**src/common/clkdist_pkg.sv**
```systemverilog
package clkdist_pkg;

  ////////////////////////////////////////////////////////////////////////
  // Register indices; byte address is four times the index
  localparam logic [13:0] IDX_IO_UPDATE  = 14'h0005;
  localparam logic [13:0] IDX_MFPIN_EN   = 14'h0200;
  localparam logic [13:0] IDX_CHG_PUMP   = 14'h0400;
  localparam logic [13:0] IDX_CAL        = 14'h0405;
  localparam logic [13:0] IDX_RF_DIV     = 14'h0407;
  localparam logic [13:0] IDX_SYNC_CTRL  = 14'h0500;
  localparam logic [13:0] IDX_CFG_A      = 14'h0501;
  localparam logic [13:0] IDX_DIVLO_A    = 14'h0502;
  localparam logic [13:0] IDX_DIVHI_A    = 14'h0503;
  localparam logic [13:0] IDX_CFG_B      = 14'h0504;
  localparam logic [13:0] IDX_DIVLO_B    = 14'h0505;
  localparam logic [13:0] IDX_DIVHI_B    = 14'h0506;
  localparam logic [13:0] IDX_LOOP_MODE  = 14'h0a01;
  localparam logic [13:0] IDX_STATUS     = 14'h0d01;

  ////////////////////////////////////////////////////////////////////////
  // Storage slots of staged and active copies
  localparam int unsigned SLOT_MFPIN   = 0;
  localparam int unsigned SLOT_CP      = 1;
  localparam int unsigned SLOT_CAL     = 2;
  localparam int unsigned SLOT_RF      = 3;
  localparam int unsigned SLOT_SYNC    = 4;
  localparam int unsigned SLOT_CFG_A   = 5;
  localparam int unsigned SLOT_DIVLO_A = 6;
  localparam int unsigned SLOT_DIVHI_A = 7;
  localparam int unsigned SLOT_CFG_B   = 8;
  localparam int unsigned SLOT_DIVLO_B = 9;
  localparam int unsigned SLOT_DIVHI_B = 10;
  localparam int unsigned SLOT_LOOP    = 11;
  localparam int unsigned NUM_SLOTS    = 12;
  localparam int unsigned SLOTS_PER_CH = 3;

  ////////////////////////////////////////////////////////////////////////
  // Field positions and codes
  localparam int unsigned UPDATE_BIT      = 0;
  localparam logic [7:0]  MFPIN_ON        = 8'h01;
  localparam int unsigned CAL_START_BIT   = 0;
  localparam int unsigned CAL_UNGATE_BIT  = 3;
  localparam logic [3:0]  RF_RESET_CODE   = 4'hf;
  localparam int unsigned RF_A_LSB        = 0;
  localparam int unsigned RF_B_LSB        = 4;
  localparam int unsigned SYNC_SEL_LSB    = 0;
  localparam int unsigned SYNC_DIRECT_BIT = 2;
  localparam int unsigned SYNC_MASK_LSB   = 4;
  localparam int unsigned CFG_PD_BIT      = 0;
  localparam int unsigned CFG_EN_BIT      = 1;
  localparam int unsigned CFG_POL_BIT     = 2;
  localparam int unsigned CFG_DRV_BIT     = 3;
  localparam int unsigned CFG_FMT_LSB     = 4;
  localparam int unsigned DIVHI_PHASE_LSB = 2;
  localparam int unsigned STAT_DL_BIT     = 0;
  localparam int unsigned STAT_BUSY_BIT   = 1;
  localparam int unsigned STAT_OPLL_BIT   = 2;
  localparam logic [7:0]  SYNC_OPCODE     = 8'ha1;

  ////////////////////////////////////////////////////////////////////////
  // Reset values
  localparam logic [7:0] RST_REG = 8'h00;
  localparam logic [7:0] RST_CFG = 8'h02;

  ////////////////////////////////////////////////////////////////////////
  // Timing
  localparam int unsigned CLK_PERIOD_NS = 100;
  localparam int unsigned CAL_TIME_NS   = 100000;
  localparam int unsigned CAL_CYCLES    = (CAL_TIME_NS + CLK_PERIOD_NS - 1) / CLK_PERIOD_NS;

  typedef enum logic [1:0] {SRC_PIN, SRC_DL_LOCK, SRC_REF_EDGE, SRC_MFPIN} sync_src_t;
  typedef enum logic [1:0] {CAL_IDLE, CAL_RUN, CAL_DONE} cal_state_t;

endpackage

```
**src/verilog/output_clock_distribution.sv**
```systemverilog
// The Wishbone slave port was decided locally.
`timescale 1ns/100ps
`default_nettype none

// How it works
// Host recalibrates output PLL on startup, frequency change.
// Host ensures stable clock, free-run loop first.
// Host writes 0x20, update, 0x21, update.
// Staged writes apply only on update command.
// Status bit 2 shows calibrated and locked.
// RF ratios from low and high nibbles.
// RF dividers keep 50% duty, any ratio.
// Calibration resets the RF dividers.
// Host parks divider at 0x0F before changing.
// Ten-bit channel dividers, ratio 1..1023, 50% duty.
// Each driver powers down on its own.
// Enable changes only at period boundaries.
// Per-channel family, drive, polarity, ratio, phase.
// Channel families and CMOS drive strength settings.
// Dividers stay static until first sync.
// Selectable sync sources plus direct sync bit.
// Storage opcode 0xA1 triggers direct sync.
// Sync passes only with output PLL locked; the code also passes it when CAL bit 3 is set.
// Masked channels ignore sync, start on lock.
// Pin sync before pin enable emits auto sync.
// Accepted sync restarts unmasked dividers together.
module output_clock_distribution (
  // Clock and reset
  input  wire logic        clk_i,
  input  wire logic        rst_i,
  // Wishbone slave
  input  wire logic        cyc_i,
  input  wire logic        stb_i,
  input  wire logic        we_i,
  input  wire logic [15:0] adr_i,
  input  wire logic [3:0]  sel_i,
  input  wire logic [31:0] dat_i,
  output logic      [31:0] dat_o,
  output logic             ack_o,
  // Asynchronous status and sync inputs
  input  wire logic        output_pll_lock_i,
  input  wire logic        digital_loop_locked_i,
  input  wire logic        ref_clk_i,
  input  wire logic        sync_pin_i,
  input  wire logic        mf_pin_i,
  // Configuration download stream, same clock
  input  wire logic        eeprom_valid_i,
  input  wire logic [7:0]  eeprom_byte_i,
  // Output PLL control
  output logic      [7:0]  output_pll_cp_o,
  output logic             output_pll_cal_o,
  output logic      [7:0]  digital_loop_mode_o,
  // CMOS output channel
  output logic             cmos_out_o,
  output logic             cmos_powered_o,
  output logic             cmos_drive_low_o,
  output logic      [1:0]  cmos_family_o,
  // Differential output channel
  output logic             diff_out_p_o,
  output logic             diff_out_n_o,
  output logic             diff_powered_o,
  output logic             diff_drive_low_o,
  output logic      [1:0]  diff_family_o
);

  ////////////////////////////////////////////////////////////////////////
  // Helpers

  // {hit, slot} for a register index
  function automatic logic [4:0] decode(input logic [13:0] idx);
    logic [4:0] r;
    r = 5'h00;
    unique case (idx)
      clkdist_pkg::IDX_MFPIN_EN:  r = {1'b1, 4'(clkdist_pkg::SLOT_MFPIN)};
      clkdist_pkg::IDX_CHG_PUMP:  r = {1'b1, 4'(clkdist_pkg::SLOT_CP)};
      clkdist_pkg::IDX_CAL:       r = {1'b1, 4'(clkdist_pkg::SLOT_CAL)};
      clkdist_pkg::IDX_RF_DIV:    r = {1'b1, 4'(clkdist_pkg::SLOT_RF)};
      clkdist_pkg::IDX_SYNC_CTRL: r = {1'b1, 4'(clkdist_pkg::SLOT_SYNC)};
      clkdist_pkg::IDX_CFG_A:     r = {1'b1, 4'(clkdist_pkg::SLOT_CFG_A)};
      clkdist_pkg::IDX_DIVLO_A:   r = {1'b1, 4'(clkdist_pkg::SLOT_DIVLO_A)};
      clkdist_pkg::IDX_DIVHI_A:   r = {1'b1, 4'(clkdist_pkg::SLOT_DIVHI_A)};
      clkdist_pkg::IDX_CFG_B:     r = {1'b1, 4'(clkdist_pkg::SLOT_CFG_B)};
      clkdist_pkg::IDX_DIVLO_B:   r = {1'b1, 4'(clkdist_pkg::SLOT_DIVLO_B)};
      clkdist_pkg::IDX_DIVHI_B:   r = {1'b1, 4'(clkdist_pkg::SLOT_DIVHI_B)};
      clkdist_pkg::IDX_LOOP_MODE: r = {1'b1, 4'(clkdist_pkg::SLOT_LOOP)};
      default:                    r = 5'h00;
    endcase
    return r;
  endfunction

  // Zero ratio behaves as divide by one
  function automatic logic [9:0] last_count(input logic [9:0] ratio);
    return (ratio == 10'h000) ? 10'h000 : ratio - 10'h001;
  endfunction

  ////////////////////////////////////////////////////////////////////////
  // Bus slave

  logic [7:0]  staged [clkdist_pkg::NUM_SLOTS];
  logic [7:0]  active [clkdist_pkg::NUM_SLOTS];
  logic [13:0] idx;
  logic [4:0]  dec;
  logic        bus_req;
  logic        bus_wr;
  logic        upd;
  logic [7:0]  status;

  assign idx     = adr_i[15:2];
  assign dec     = decode(idx);
  assign bus_req = cyc_i & stb_i & ~ack_o;
  assign bus_wr  = bus_req & we_i & sel_i[0];

  always_ff @(posedge clk_i) begin
    if (rst_i) begin
      ack_o <= 1'b0;
    end else begin
      ack_o <= bus_req;
    end
  end

  always_ff @(posedge clk_i) begin
    if (rst_i) begin
      dat_o <= 32'h0000_0000;
    end else if (bus_req & ~we_i) begin
      if (idx == clkdist_pkg::IDX_STATUS) begin
        dat_o <= {24'h00_0000, status};
      end else if (dec[4]) begin
        dat_o <= {24'h00_0000, staged[dec[3:0]]};
      end else begin
        dat_o <= 32'h0000_0000;
      end
    end
  end

  // Update command is a one-cycle pulse, nothing stored
  always_ff @(posedge clk_i) begin
    if (rst_i) begin
      upd <= 1'b0;
    end else begin
      upd <= bus_wr & (idx == clkdist_pkg::IDX_IO_UPDATE)
             & dat_i[clkdist_pkg::UPDATE_BIT];
    end
  end

  // Direct sync bit clears itself once applied; a host write in that cycle wins
  always_ff @(posedge clk_i) begin
    if (rst_i) begin
      for (int i = 0; i < clkdist_pkg::NUM_SLOTS; i++) begin
        if (i == clkdist_pkg::SLOT_CFG_A || i == clkdist_pkg::SLOT_CFG_B) begin
          staged[i] <= clkdist_pkg::RST_CFG;
        end else begin
          staged[i] <= clkdist_pkg::RST_REG;
        end
      end
    end else begin
      if (upd) begin
        staged[clkdist_pkg::SLOT_SYNC][clkdist_pkg::SYNC_DIRECT_BIT] <= 1'b0;
      end
      if (bus_wr & dec[4]) begin
        staged[dec[3:0]] <= dat_i[7:0];
      end
    end
  end

  always_ff @(posedge clk_i) begin
    if (rst_i) begin
      for (int i = 0; i < clkdist_pkg::NUM_SLOTS; i++) begin
        if (i == clkdist_pkg::SLOT_CFG_A || i == clkdist_pkg::SLOT_CFG_B) begin
          active[i] <= clkdist_pkg::RST_CFG;
        end else begin
          active[i] <= clkdist_pkg::RST_REG;
        end
      end
    end else if (upd) begin
      for (int i = 0; i < clkdist_pkg::NUM_SLOTS; i++) begin
        active[i] <= staged[i];
      end
    end
  end

  ////////////////////////////////////////////////////////////////////////
  // Input synchronisers

  logic [4:0] pin_meta;
  logic [4:0] pin_sync;
  logic [4:0] pin_prev;
  logic [4:0] pin_rise;
  logic       opll_lock_s;
  logic       dl_lock_s;

  always_ff @(posedge clk_i) begin
    if (rst_i) begin
      pin_meta <= 5'h00;
      pin_sync <= 5'h00;
      pin_prev <= 5'h00;
    end else begin
      pin_meta <= {mf_pin_i, sync_pin_i, ref_clk_i, digital_loop_locked_i, output_pll_lock_i};
      pin_sync <= pin_meta;
      pin_prev <= pin_sync;
    end
  end

  assign pin_rise    = pin_sync & ~pin_prev;
  assign opll_lock_s = pin_sync[0];
  assign dl_lock_s   = pin_sync[1];

  ////////////////////////////////////////////////////////////////////////
  // Output PLL calibration

  clkdist_pkg::cal_state_t cal_state;
  logic [9:0] cal_cnt;
  logic       cal_start;
  logic       opll_ok;
  logic       gate_open;

  // Only a 0 to 1 change of the start bit launches a run
  assign cal_start = upd & staged[clkdist_pkg::SLOT_CAL][clkdist_pkg::CAL_START_BIT]
                     & ~active[clkdist_pkg::SLOT_CAL][clkdist_pkg::CAL_START_BIT];

  always_ff @(posedge clk_i) begin
    if (rst_i) begin
      cal_state <= clkdist_pkg::CAL_IDLE;
      cal_cnt   <= 10'h000;
    end else if (cal_start) begin
      cal_state <= clkdist_pkg::CAL_RUN;
      cal_cnt   <= 10'h000;
    end else begin
      unique case (cal_state)
        clkdist_pkg::CAL_IDLE: cal_cnt <= 10'h000;
        clkdist_pkg::CAL_RUN: begin
          if (cal_cnt == 10'(clkdist_pkg::CAL_CYCLES - 1)) begin
            cal_state <= clkdist_pkg::CAL_DONE;
          end else begin
            cal_cnt <= cal_cnt + 10'h001;
          end
        end
        clkdist_pkg::CAL_DONE: cal_cnt <= 10'h000;
      endcase
    end
  end

  assign opll_ok   = (cal_state == clkdist_pkg::CAL_DONE) & opll_lock_s;
  assign gate_open = opll_ok
                     | active[clkdist_pkg::SLOT_CAL][clkdist_pkg::CAL_UNGATE_BIT];

  assign status = {5'h00,
                   opll_ok,
                   cal_state == clkdist_pkg::CAL_RUN,
                   dl_lock_s};

  ////////////////////////////////////////////////////////////////////////
  // Channel sync unit

  logic [1:0] sel_act;
  logic [1:0] sel_new;
  logic       mfpin_on;
  logic       src_evt;
  logic       auto_evt;
  logic       sync_evt;
  logic       sync_ok;

  assign sel_act  = active[clkdist_pkg::SLOT_SYNC][clkdist_pkg::SYNC_SEL_LSB +: 2];
  assign sel_new  = staged[clkdist_pkg::SLOT_SYNC][clkdist_pkg::SYNC_SEL_LSB +: 2];
  assign mfpin_on = active[clkdist_pkg::SLOT_MFPIN] == clkdist_pkg::MFPIN_ON;

  always_comb begin
    src_evt = 1'b0;
    unique case (clkdist_pkg::sync_src_t'(sel_act))
      clkdist_pkg::SRC_PIN:      src_evt = pin_rise[3];
      clkdist_pkg::SRC_DL_LOCK:  src_evt = pin_rise[1];
      clkdist_pkg::SRC_REF_EDGE: src_evt = pin_rise[2];
      clkdist_pkg::SRC_MFPIN:    src_evt = pin_rise[4] & mfpin_on;
    endcase
  end

  // Pin function assigned before the pin enable took effect
  assign auto_evt = upd & (sel_new == 2'(clkdist_pkg::SRC_MFPIN))
                    & (sel_act != 2'(clkdist_pkg::SRC_MFPIN)) & ~mfpin_on;

  assign sync_evt = src_evt | auto_evt
                    | (upd & staged[clkdist_pkg::SLOT_SYNC][clkdist_pkg::SYNC_DIRECT_BIT])
                    | (eeprom_valid_i & (eeprom_byte_i == clkdist_pkg::SYNC_OPCODE));
  assign sync_ok  = sync_evt & gate_open;

  ////////////////////////////////////////////////////////////////////////
  // RF and channel dividers
  // One clock cycle is a half-period of the VCO model, so a ratio N
  // gives N cycles high and N low: exact 50% for odd ratios too.

  logic [3:0] rf_ratio [2];
  logic [9:0] ch_ratio [2];
  logic [9:0] ch_phase [2];
  logic [7:0] ch_cfg   [2];
  logic [1:0] ch_mask;
  logic [1:0] rf_tick;
  logic [3:0] rf_cnt   [2];
  logic [9:0] ch_cnt   [2];
  logic [1:0] running;
  logic [1:0] ch_lvl;
  logic [1:0] en_live;
  logic       rf_reset;

  assign rf_reset = cal_state == clkdist_pkg::CAL_RUN;
  assign ch_mask  = active[clkdist_pkg::SLOT_SYNC][clkdist_pkg::SYNC_MASK_LSB +: 2];

  always_comb begin
    rf_ratio[0] = active[clkdist_pkg::SLOT_RF][clkdist_pkg::RF_A_LSB +: 4];
    rf_ratio[1] = active[clkdist_pkg::SLOT_RF][clkdist_pkg::RF_B_LSB +: 4];
    for (int c = 0; c < 2; c++) begin
      ch_cfg[c]   = active[clkdist_pkg::SLOT_CFG_A + clkdist_pkg::SLOTS_PER_CH * c];
      ch_ratio[c] = {active[clkdist_pkg::SLOT_DIVHI_A + clkdist_pkg::SLOTS_PER_CH * c][1:0],
                     active[clkdist_pkg::SLOT_DIVLO_A + clkdist_pkg::SLOTS_PER_CH * c]};
      ch_phase[c] = {4'h0,
                     active[clkdist_pkg::SLOT_DIVHI_A + clkdist_pkg::SLOTS_PER_CH * c]
                       [clkdist_pkg::DIVHI_PHASE_LSB +: 6]};
      rf_tick[c]  = (rf_ratio[c] != clkdist_pkg::RF_RESET_CODE) & ~rf_reset
                    & ({6'h00, rf_cnt[c]} == last_count({6'h00, rf_ratio[c]}));
    end
  end

  // Parked code 0x0F and calibration both hold the RF divider in reset
  always_ff @(posedge clk_i) begin
    for (int c = 0; c < 2; c++) begin
      if (rst_i | rf_reset | (rf_ratio[c] == clkdist_pkg::RF_RESET_CODE)
          | (sync_ok & ~ch_mask[c]) | rf_tick[c]) begin
        rf_cnt[c] <= 4'h0;
      end else begin
        rf_cnt[c] <= rf_cnt[c] + 4'h1;
      end
    end
  end

  always_ff @(posedge clk_i) begin
    for (int c = 0; c < 2; c++) begin
      if (rst_i) begin
        running[c] <= 1'b0;
        ch_cnt[c]  <= 10'h000;
        ch_lvl[c]  <= 1'b0;
        en_live[c] <= 1'b0;
      end else if (sync_ok & ~ch_mask[c]) begin
        running[c] <= 1'b1;
        ch_cnt[c]  <= ch_phase[c];
        ch_lvl[c]  <= 1'b0;
      end else if (~running[c]) begin
        running[c] <= ch_mask[c] & gate_open;
        en_live[c] <= 1'b0;
      end else if (rf_tick[c]) begin
        if (ch_cnt[c] >= last_count(ch_ratio[c])) begin
          ch_cnt[c] <= 10'h000;
          ch_lvl[c] <= ~ch_lvl[c];
          // Enable only changes as a new high phase starts: no runts
          if (~ch_lvl[c]) begin
            en_live[c] <= ch_cfg[c][clkdist_pkg::CFG_EN_BIT];
          end
        end else begin
          ch_cnt[c] <= ch_cnt[c] + 10'h001;
        end
      end
    end
  end

  ////////////////////////////////////////////////////////////////////////
  // Output drivers

  logic [1:0] drive;

  always_comb begin
    for (int c = 0; c < 2; c++) begin
      drive[c] = ~ch_cfg[c][clkdist_pkg::CFG_PD_BIT]
                 & ((running[c] & en_live[c] & ch_lvl[c])
                    ^ ch_cfg[c][clkdist_pkg::CFG_POL_BIT]);
    end
  end

  // Differential pair carries the complement; parked low when powered down
  always_ff @(posedge clk_i) begin
    if (rst_i) begin
      cmos_out_o       <= 1'b0;
      cmos_powered_o   <= 1'b0;
      cmos_drive_low_o <= 1'b0;
      cmos_family_o    <= 2'h0;
      diff_out_p_o     <= 1'b0;
      diff_out_n_o     <= 1'b0;
      diff_powered_o   <= 1'b0;
      diff_drive_low_o <= 1'b0;
      diff_family_o    <= 2'h0;
    end else begin
      cmos_out_o       <= drive[0];
      cmos_powered_o   <= ~ch_cfg[0][clkdist_pkg::CFG_PD_BIT];
      cmos_drive_low_o <= ch_cfg[0][clkdist_pkg::CFG_DRV_BIT];
      cmos_family_o    <= {1'b0, ch_cfg[0][clkdist_pkg::CFG_FMT_LSB]};
      diff_out_p_o     <= drive[1];
      diff_out_n_o     <= ~ch_cfg[1][clkdist_pkg::CFG_PD_BIT] & ~drive[1];
      diff_powered_o   <= ~ch_cfg[1][clkdist_pkg::CFG_PD_BIT];
      diff_drive_low_o <= ch_cfg[1][clkdist_pkg::CFG_DRV_BIT];
      diff_family_o    <= (ch_cfg[1][clkdist_pkg::CFG_FMT_LSB +: 2] == 2'h3)
                          ? 2'h2 : ch_cfg[1][clkdist_pkg::CFG_FMT_LSB +: 2];
    end
  end

  always_ff @(posedge clk_i) begin
    if (rst_i) begin
      output_pll_cp_o     <= 8'h00;
      output_pll_cal_o    <= 1'b0;
      digital_loop_mode_o <= 8'h00;
    end else begin
      output_pll_cp_o     <= active[clkdist_pkg::SLOT_CP];
      output_pll_cal_o    <= rf_reset;
      digital_loop_mode_o <= active[clkdist_pkg::SLOT_LOOP];
    end
  end

endmodule

`default_nettype wire
```
**config.mk**
```make
export PLATFORM = sky130hd
export DESIGN_NAME = output_clock_distribution
export DESIGN_NICKNAME = d
export VERILOG_FILES = /design/src/common/clkdist_pkg.sv /design/src/verilog/output_clock_distribution.sv
export SDC_FILE = /design/constraint.sdc
export NUM_CORES = 1
export LEC_CHECK = 0
export BUFFER_PORTS_ARGS = -buffer_cell sky130_fd_sc_hd__buf_2
export CAP_MARGIN = 20
export CORE_MARGIN = 4
export CORE_UTILIZATION = 61
export CTS_BUF_LIST = sky130_fd_sc_hd__clkbuf_8
export DETAILED_ROUTE_END_ITERATION = 6
export PLACE_DENSITY = 0.84
export SYNTH_ARGS = -nofsm -noshare
export SYNTH_HDL_FRONTEND = slang
export SYNTH_SLANG_ARGS = --single-unit
```
**constraint.sdc**
```tcl
create_clock -name clk_i -period 3.5 [get_ports clk_i]
set_clock_uncertainty 0.1 [all_clocks]
set_input_delay 0.7 -clock clk_i [delete_from_list [all_inputs] [get_ports clk_i]]
set_output_delay 0.7 -clock clk_i [all_outputs]
set_load 0.005 [all_outputs]
```
==> results of run 1 <==
## through the flow
| step | TNS [ps] | utilization | std cells |
|---|---|---|---|
| after floorplan | 0 | - | 1137 |
| after global placement | 0 | 0.6613 | 1448 |
| after detailed placement | 0 | 0.6613 | 1448 |
| after CTS | 0 | 0.7037 | 1531 |
| after global routing | -3.513 | 0.7059 | 1533 |
| final | 0 | 0.7059 | 1533 |
## synth_stat cells (6+ instances only)
library cell	instances	area, um2
a211oi_1	6	45.04
a21o_1	6	45.04
a21oi_1	32	160.2
a22oi_1	7	52.55
and2_1	160	1001
buf_2	7	35.03
buf_4	25	187.7
clkbuf_1	29	108.9
dfxtp_1	77	1541
edfxtp_1	197	5916
ha_1	29	362.9
inv_1	19	71.32
mux2i_1	55	550.5
nand2_1	72	270.3
nand2b_1	15	93.84
nand3_1	30	150.1
nand3b_1	8	60.06
nand4_1	6	37.54
nor2_1	76	285.3
nor2b_1	55	344.1
nor3_1	20	100.1
nor4_1	10	62.56
o211ai_1	7	52.55
o21a_1	6	45.04
o21ai_0	15	75.07
o22ai_1	8	50.05
o31ai_1	6	45.04
or2_2	18	112.6
or3_1	11	68.82
xnor2_1	22	192.7
xor2_1	24	210.2
## cell type report
cell class                      count  area [um2]  area share
Sequential cell                   274        7457      0.5171
Multi-Input combinational cell    782        5055      0.3505
Clock buffer                       48       660.6     0.04581
Timing Repair Buffer              105       633.1     0.04390
Tap cell                          270       337.8     0.02343
Clock inverter                     35       206.4     0.01432
Inverter                           19       71.32    0.004945
## state kept, by name (all words and copies together) (netlist names), 5 cells and up
name                 flops
ch_cnt                  20
active                  81
pin_meta                 5
digital_loop_mode_o      8
pin_sync                 5
output_pll_cp_o          8
dat_o                    8
rf_cnt                   8
staged                  96
cal_cnt                 10
## worst max-delay path by stage
| stage | endpoint | slack [ps] |
|---|---|---|
| final | ch_cnt[0][8] | 200 |
| after global routing | ch_cnt[1][3] | -4 |
| after CTS | ch_cnt[0][2] | 60 |
| after detailed placement | ch_cnt[0][4] | 90 |
| after global placement | ch_cnt[0][0] | 140 |
| after floorplan | staged[7][0] | 370 |
## worst max-delay path, cell delays in order, from the launching register on
cell	delay, ps
edfxtp_1	460
nor2_4	150
nand3_1	160
nor2_1	140
xor2_1	150
nand2_1	80
ha_1	340
a21o_1	180
a211oi_1	230
o211ai_1	160
a221oi_2	250
buf_4	170
nand3b_1	240
buf_4	240
nor2_1	90
## report_power, final
part           internal (W)  switching, W  leakage, nW
combinational      0.000161      0.000242         2.79
clock               0.00143       0.00124        0.499
sequential          0.00359     0.0000847         2.64
## layer usage
metal / vias to the layer above / GRT usage
met5: - / 0
met4: 0 / 0.08273
met3: 73 / 0.04203
met2: 370 / 0.3846
met1: 3984 / 0.3035
li1: 4116 / -
## cells by family after synthesis
group	Yosys count	share of synthesized area
mux	58	0.04569
buf+inv	81	0.03238
flops	274	0.5831
other cells	1	0.0002932
xor+xnor	46	0.03150
compound gates	114	0.05762
fa+ha+maj	29	0.02837
simple gates	510	0.2211
## timing repair
item                       CTS  global route
gates resized for setup      0             6
setup endpoints to repair    0            21
buffers inserted             0             2
hold endpoints to repair     0             0
==> results.toml, run 1 <==
[outcome]
outcome = "completed"

[power_and_ir_drop]
leakage_nw = 5.931
power_w = 0.006748
ir_drop_v = 0.0002749
power_density_nw_per_um2 = 467.9

[yosys]
synth-seq-cells = 274
seq_area_frac_synth = 0.5831
synth_area_per_cell_um2 = 11.49
synth-edff-count = 197
yosys_warnings = 0
synthDistinctLibCells = 64
synth_ff_type = "edfxtp_1"
synthCells = 1113
synthArstFlopShare = 0
syn_area_um2 = 12790

[sta]
drv_slew = 0
timing.final.hold_violations = 0
fmax_mhz = 303.3
worst_pin_slew_ps = 805.5
fin_crit_ps = 3297
setup_viol = 0
hold-worst-slack_ps = 271.5
setup_slack_ps = 202.6
relSlewSlack = 0.4606
final.period_utilization = 0.9421

[floorplan]
core.rowCount = 52
die_h_um = 152.8
pin_count = 132
start_util = 0.6260
fp.coreArea_um2 = 20430
die_area_um2 = 23350
die_w_um = 152.8

[grt]
grt-ovfl-total = 0
track_usage = 0.2301
grt_max_degree = 88
first_global_vias = 8509
grt_pass1_wl_um = 43240
antenna_found_initial = 0

[worst_hold_path]
holdPathStages = 2
min_path_type = "in2reg"
hp-start = "digital_loop_locked_i"
hold_end = "pin_meta[1]"

[placement]
numPortBuffers = 77
gp_congestion = 0.8857
pre_cts_ws_ps = 90.46
placed_area_um2 = 13510
hpwl_um = 19210

[final_layout]
diodes = 0
final_common_cell = "edfxtp_1"
final_area_um2 = 14420
synthToLayoutAreaGrowth_pct = 12.76
fill_cells = 1400
final_cell_mix = "197 x edfxtp_1, 160 x and2_1, 77 x dfxtp_1, 77 x buf_2, 75 x nor2_1"
nNetsFinal = 1327
drive_above_1_share = 0.1599

[setup_path]
worstSetupStartpoint = "active[6][2]"
cp_max_fo = 8
worstPathRequired_ps = 3800
r2r_cells = 14
criticalPathCategory = "reg2reg"
r2r_start = "active[6][2]"
r2r_setup_slack_ps = 200
start_kind = "flip-flop"
arrival_ps = 3600
cp-end-kind = "flip-flop"
timing.rr.end = "ch_cnt[0][8]"

[clock_tree]
cts_buffers = 45
clockRootBuffer = "clkbuf_8"
cts_buffer_depth = 3
clk_pin_slew_ps = 70
clock_sinks = 274
hold_buffers = 0
clk_latency_ps = 550
cts_tree = "done"
htreeDepth = 2

[run]
maxCapViolCount = 0

[routing]
avgViaCountPerCell = 5.573
wl_per_cell_um = 17.72
drt-total-wl_um = 27160
m1WireLength_um = 10930
drc = 0
maxUsedRoutingLayer = "met4"
route.antenna.remaining_nets = 0
dr_wl_met2_um = 13100
drt-initial-drc-count = 727
firstDrtPassIters = 6
vias = 8543
met3_length_um = 2273
(Power assumes the default switching activity.)
==> inputs of run 2 (changes only) <==
--- a/config.mk
+++ b/config.mk
@@ -8,10 +8,10 @@
 export BUFFER_PORTS_ARGS = -buffer_cell sky130_fd_sc_hd__buf_2
 export CAP_MARGIN = 20
 export CORE_MARGIN = 4
-export CORE_UTILIZATION = 61
-export CTS_BUF_LIST = sky130_fd_sc_hd__clkbuf_8
+export CORE_UTILIZATION = 59
+export CTS_BUF_LIST = sky130_fd_sc_hd__clkbuf_4 sky130_fd_sc_hd__clkbuf_8 sky130_fd_sc_hd__clkbuf_16
 export DETAILED_ROUTE_END_ITERATION = 6
-export PLACE_DENSITY = 0.84
+export PLACE_DENSITY = 0.82
 export SYNTH_ARGS = -nofsm -noshare
 export SYNTH_HDL_FRONTEND = slang
 export SYNTH_SLANG_ARGS = --single-unit
==> results.toml, run 2 (synthesis results as in run 1) <==
[outcome]
outcome = "completed"

[clock_tree]
clock_sinks = 274
cts_buffer_depth = 3
htreeDepth = 1
clockRootBuffer = "clkbuf_16"
cts_buffers = 29
clk_pin_slew_ps = 60
clk_latency_ps = 540
cts_tree = "done"
hold_buffers = 0

[sta]
fmax_mhz = 310.7
relSlewSlack = 0.4950
hold-worst-slack_ps = 267.8
setup_viol = 0
fin_crit_ps = 3219
setup_slack_ps = 281.1
drv_slew = 0
final.period_utilization = 0.9197
worst_pin_slew_ps = 757.6
timing.final.hold_violations = 0
grt_setup_unrepaired = "false"
tns_ps = 0

[grt]
grt_pass1_wl_um = 44860
global_route.usage.met2 = 0.4019
first_global_vias = 8534
grt-ovfl-total = 0
track_usage = 0.2342
antenna_found_initial = 0
grt_max_degree = 66
grtUsageMet1 = 0.3126
use_met3 = 0.03282
grt-busiest-layer = "met2"

[final_layout]
diodes = 0
largest_reg_flops = 96
nNetsFinal = 1320
final_cell_mix = "197 x edfxtp_1, 160 x and2_1, 77 x dfxtp_1, 77 x buf_2, 76 x nor2_1"
utilization = 0.6926
synthToLayoutAreaGrowth_pct = 14.55
final_common_cell = "edfxtp_1"
top_regs = "staged x96, active x81, ch_cnt x20"
top_register = "staged"
drive_above_1_share = 0.1625

[setup_path]
criticalPathCategory = "reg2reg"
arrival_ps = 3510
start_kind = "flip-flop"
worstPathRequired_ps = 3790
cp_max_fo = 9
cp-end-kind = "flip-flop"

[placement]
numPortBuffers = 77
gp_congestion = 0.9399
pre_cts_ws_ps = 111.3
hpwl_um = 19810

[power_and_ir_drop]
ir_drop_v = 0.0004602
leakage_nw = 5.996
power_density_nw_per_um2 = 500.8

[floorplan]
die_w_um = 155.2
die_area_um2 = 24100
pin_count = 132
core.rowCount = 53
fp.coreArea_um2 = 21150
start_util = 0.6046
die_h_um = 155.2

[routing]
drc = 0
route.antenna.remaining_nets = 0
avgViaCountPerCell = 5.672
firstDrtPassIters = 5
wl_per_cell_um = 18.79
drt-initial-drc-count = 762
drt-total-wl_um = 28530
vias = 8610

[run]
maxCapViolCount = 0

[worst_hold_path]
min_path_type = "in2reg"
run 2: cell count changes in the layout (fill, tap and decap cells not counted), moves of 7 or more:
cell       previous run  this run
clkinv_1              9         0
buf_4                25        36
clkbuf_16             0        32
clkbuf_8             48         8
inv_1                31        19
clkinv_2             10         3
run 2: routing by layer:
layer	wire [um]	vias to the layer above
met2	14080	362
met5	0	-
li1	-	4087
met4	791	0
met1	11430	4098
met3	2227	63
run 2: report_power, final:
part	switching [W]	total (W)	leakage (nW)	internal (W)
Combinational	0.000246	0.000402	2.83	0.000156
Sequential	0.0000851	0.00368	2.64	0.00359
Clock	0.00124	0.00326	0.528	0.00201
Total	0.00158	0.00734	6.00	0.00576
run 2: timing repair:
item	CTS	global route
gates resized for setup	0	4
buffers inserted	0	2
hold endpoints to repair	0	0
endpoints found under the setup margin	0	17
run 2: path summary, 6_finish.rpt:
kind / depth (start not counted) / start / slack (ps) / to
hold reg to reg: 1 / active[8][5] / 330 / diff_family_o[0]
setup / recovery: 13 / active[9][3] / 280 / ch_cnt[1][1]
hold / removal: 2 / ref_clk_i / 270 / pin_meta[2]
setup reg to reg: 13 / active[9][3] / 280 / ch_cnt[1][1]
run 2: layout make-up:
type / instances / area (um2)
clock inverter: 9 / 106.4
clock buffer: 45 / 948.4
tap: 275 / 344.1
sequential: 274 / 7457
multi-input combinational: 782 / 5047
inverter: 19 / 71.32
timing repair buffer: 114 / 675.6
fill: 1465 / 6504
run 2: metrics by stage:
stage	cells	cell area, um2	total power, W
finish	1518	14650	0.007338
global route	1518	14650	0.007563
CTS	1516	14610	0.007355
detailed placement	1462	13560	0.004133
global placement	1462	13560	0.004109
floorplan	1137	12880	0.003987
run 2: worst max-delay path, cell delays in order, from the launching register on:
cell and delay (ps):
edfxtp_1 450, nor3_2 240, nand3_1 170, nor3_1 200, xor2_1 170, nand2_1 80
ha_1 290, a21o_1 190, a211oi_2 270, nand2_1 70, o21ai_0 110, a31oi_2 130
or3b_1 450, a21oi_1 160
==> inputs of run 3 (changes only) <==
--- a/config.mk
+++ b/config.mk
@@ -5,6 +5,7 @@
 export SDC_FILE = /design/constraint.sdc
 export NUM_CORES = 1
 export LEC_CHECK = 0
+export ABC_AREA = 1
 export BUFFER_PORTS_ARGS = -buffer_cell sky130_fd_sc_hd__buf_2
 export CAP_MARGIN = 20
 export CORE_MARGIN = 4
==> results.toml, run 3 <==
[setup_path]
start_kind = "flip-flop"
arrival_ps = 3510
worstSetupStartpoint = "active[9][2]"
timing.rr.end = "ch_cnt[1][2]"
criticalPathCategory = "reg2reg"
cp_max_fo = 7
r2r_start = "active[9][2]"
r2r_cells = 14
r2r_setup_slack_ps = 270
cp-end-kind = "flip-flop"
worstPathRequired_ps = 3780

[placement]
pre_cts_ws_ps = 12.95
gp_congestion = 0.9793
hpwl_um = 21410
numPortBuffers = 77
placedCellCount = 1877

[clock_tree]
cts_tree = "done"
clk_latency_ps = 540
hold_buffers = 0
htreeDepth = 1
cts_buffer_depth = 3
clockRootBuffer = "clkbuf_16"
clk_pin_slew_ps = 60
cts_buffers = 28
clock_sinks = 274

[final_layout]
top_regs = "staged x96, active x81, ch_cnt x20"
diodes = 0
nNetsFinal = 1730
largest_reg_flops = 96
final_cell_mix = "326 x nor2_1, 307 x nand2_1, 222 x inv_1"
stdcell_count = 1932
final_common_cell = "nor2_1"
drive_above_1_share = 0.1192
synthToLayoutAreaGrowth_pct = 12.68
top_register = "staged"

[sta]
setup_slack_ps = 269.3
fmax_mhz = 309.5
fin_crit_ps = 3231
final.period_utilization = 0.9231
relSlewSlack = 0.4485
drv_slew = 0
worst_pin_slew_ps = 826.4
timing.final.hold_violations = 0
setup_viol = 0

[routing]
drt-total-wl_um = 30990
firstDrtPassIters = 7
avgViaCountPerCell = 5.377
vias = 10390
drc = 3
drt-initial-drc-count = 1195
route.antenna.remaining_nets = 0
wl_per_cell_um = 16.04

[outcome]
outcome = "finished with violations"
violations = "design-rule violations"

[yosys]
yosysTopAreaCellShare = 0.4433
synth-edff-count = 197
synth_ff_type = "edfxtp_1"
synthCells = 1548
synth-seq-cells = 274
synth.most_common_cell = "nor2_1"
yosys-top-cells-count = "326 x nor2_1, 309 x nand2_1, 222 x inv_1, 197 x edfxtp_1, 77 x dfxtp_1"
synthDistinctLibCells = 46
synth_area_per_cell_um2 = 8.620
synthArstFlopShare = 0
synth_top_area_cell = "edfxtp_1"
synth.area.top_cells = "edfxtp_1 44%, dfxtp_1 12%, nor2_1 9.2%"
syn_area_um2 = 13340
seq_area_frac_synth = 0.5588
yosys_warnings = 0

[power_and_ir_drop]
p_sw_w = 0.001612
pwr-share-comb = 0.061
swShare = 0.2204
leakage_nw = 6.659
clock_power_share = 0.439
p_int_w = 0.005703
seqPwrFrac = 0.499
power_density_nw_per_um2 = 486.5
ir_drop_v = 0.0003677

[floorplan]
pin_count = 132
start_util = 0.6058
die_area_um2 = 25090
core.rowCount = 54
die_h_um = 158.4
die_w_um = 158.4
fp.coreArea_um2 = 22030

[grt]
grt_max_degree = 82
antenna_found_initial = 0
track_usage = 0.2482
grt-ovfl-total = 0
grt_pass1_wl_um = 49340
first_global_vias = 9883

[worst_hold_path]
hp-start = "sync_pin_i"
holdPathStages = 3
min_path_type = "in2reg"
hold_end = "pin_meta[3]"

[run]
maxCapViolCount = 0
run 3: cell types whose count changed in the layout (fill, tap and decap cells not counted), moves of 15 or more:
cell      delta
and2_1     -158
nor2_1     +250
nand3_1     +31
mux2i_1     -55
nor2b_1     -54
o21ai_0     +35
inv_1      +203
nand2b_1    -15
nand4_1     +15
buf_4       -20
nand2_1    +235
run 3: timing repair:
| action | CTS | global route |
|---|---|---|
| setup endpoints to repair | 0 | 20 |
| setup buffers | 0 | 2 |
| resized for setup | 0 | 11 |
run 3: logic make-up after synthesis:
| group | after synthesis | share of synthesized area |
|---|---|---|
| flops | 274 | 0.5588 |
| fa+ha+maj | 29 | 0.02719 |
| buf+inv | 298 | 0.09348 |
| xor+xnor | 35 | 0.02297 |
| other cells | 1 | 0.0002810 |
| compound gates | 119 | 0.04932 |
| simple gates | 792 | 0.2479 |
run 3: worst max-delay path by stage:
stage / slack [ps] / to
finish: 270 / ch_cnt[1][2]
global route: -20 / ch_cnt[1][3]
CTS: 8 / ch_cnt[1][9]
detailed placement: 10 / ch_cnt[1][9]
global placement: 80 / ch_cnt[1][9]
floorplan: 410 / ch_cnt[1][7]
run 3: cell type report:
| type | instances | area (um2) |
|---|---|---|
| flip-flops and latches | 274 | 7457 |
| fillers | 1685 | 6990 |
| multi-input cells | 1000 | 4790 |
| inverters | 230 | 863.3 |
| clock buffers | 37 | 798.3 |
| repair buffers | 96 | 573.1 |
| well taps | 280 | 350.3 |
| clock inverters | 15 | 203.9 |
run 3: power by group through the flow:
stage / clock [W] / combinational, W / sequential [W]
after floorplan: 0 / 0.000311 / 0.00370
after global placement: 0 / 0.000414 / 0.00371
after detailed placement: 0 / 0.000430 / 0.00372
after CTS: 0.00322 / 0.000436 / 0.00365
after global routing: 0.00337 / 0.000508 / 0.00366
final: 0.00321 / 0.000450 / 0.00365
run 3: worst max-delay path, cell delays in order (launching register included):
cell,delay (ps)
edfxtp_1,410
nor2_1,100
nand2_1,90
or3_4,370
nor4_4,220
xor2_1,160
nand2_1,70
ha_1,300
a21oi_1,130
o21a_1,140
nand3_1,70
or2_4,260
nor3_4,330
nand4_1,140
a21oi_1,170
run 3: routing by layer:
metal  GRT usage  wire, um
met5           0         0
met4     0.08692      1186
met3     0.04023      2778
met2      0.4163     14750
met1      0.3299     12270
run 3: through the flow:
step | cell area [um2] | util | hold WS, ps | power (W) | TNS, ps
2_1_floorplan | 13440 | - | 288.3 | 0.004013 | 0
3_3_place_gp | 13940 | 0.6328 | 291.8 | 0.004126 | 0
3_5_place_dp | 13940 | 0.6328 | 294.9 | 0.004148 | 0
4_1_cts | 14940 | 0.6783 | 259.9 | 0.007305 | 0
5_1_grt | 15040 | 0.6826 | 270.8 | 0.007535 | -61.31
6_report | 15040 | 0.6826 | 268.3 | 0.007314 | 0
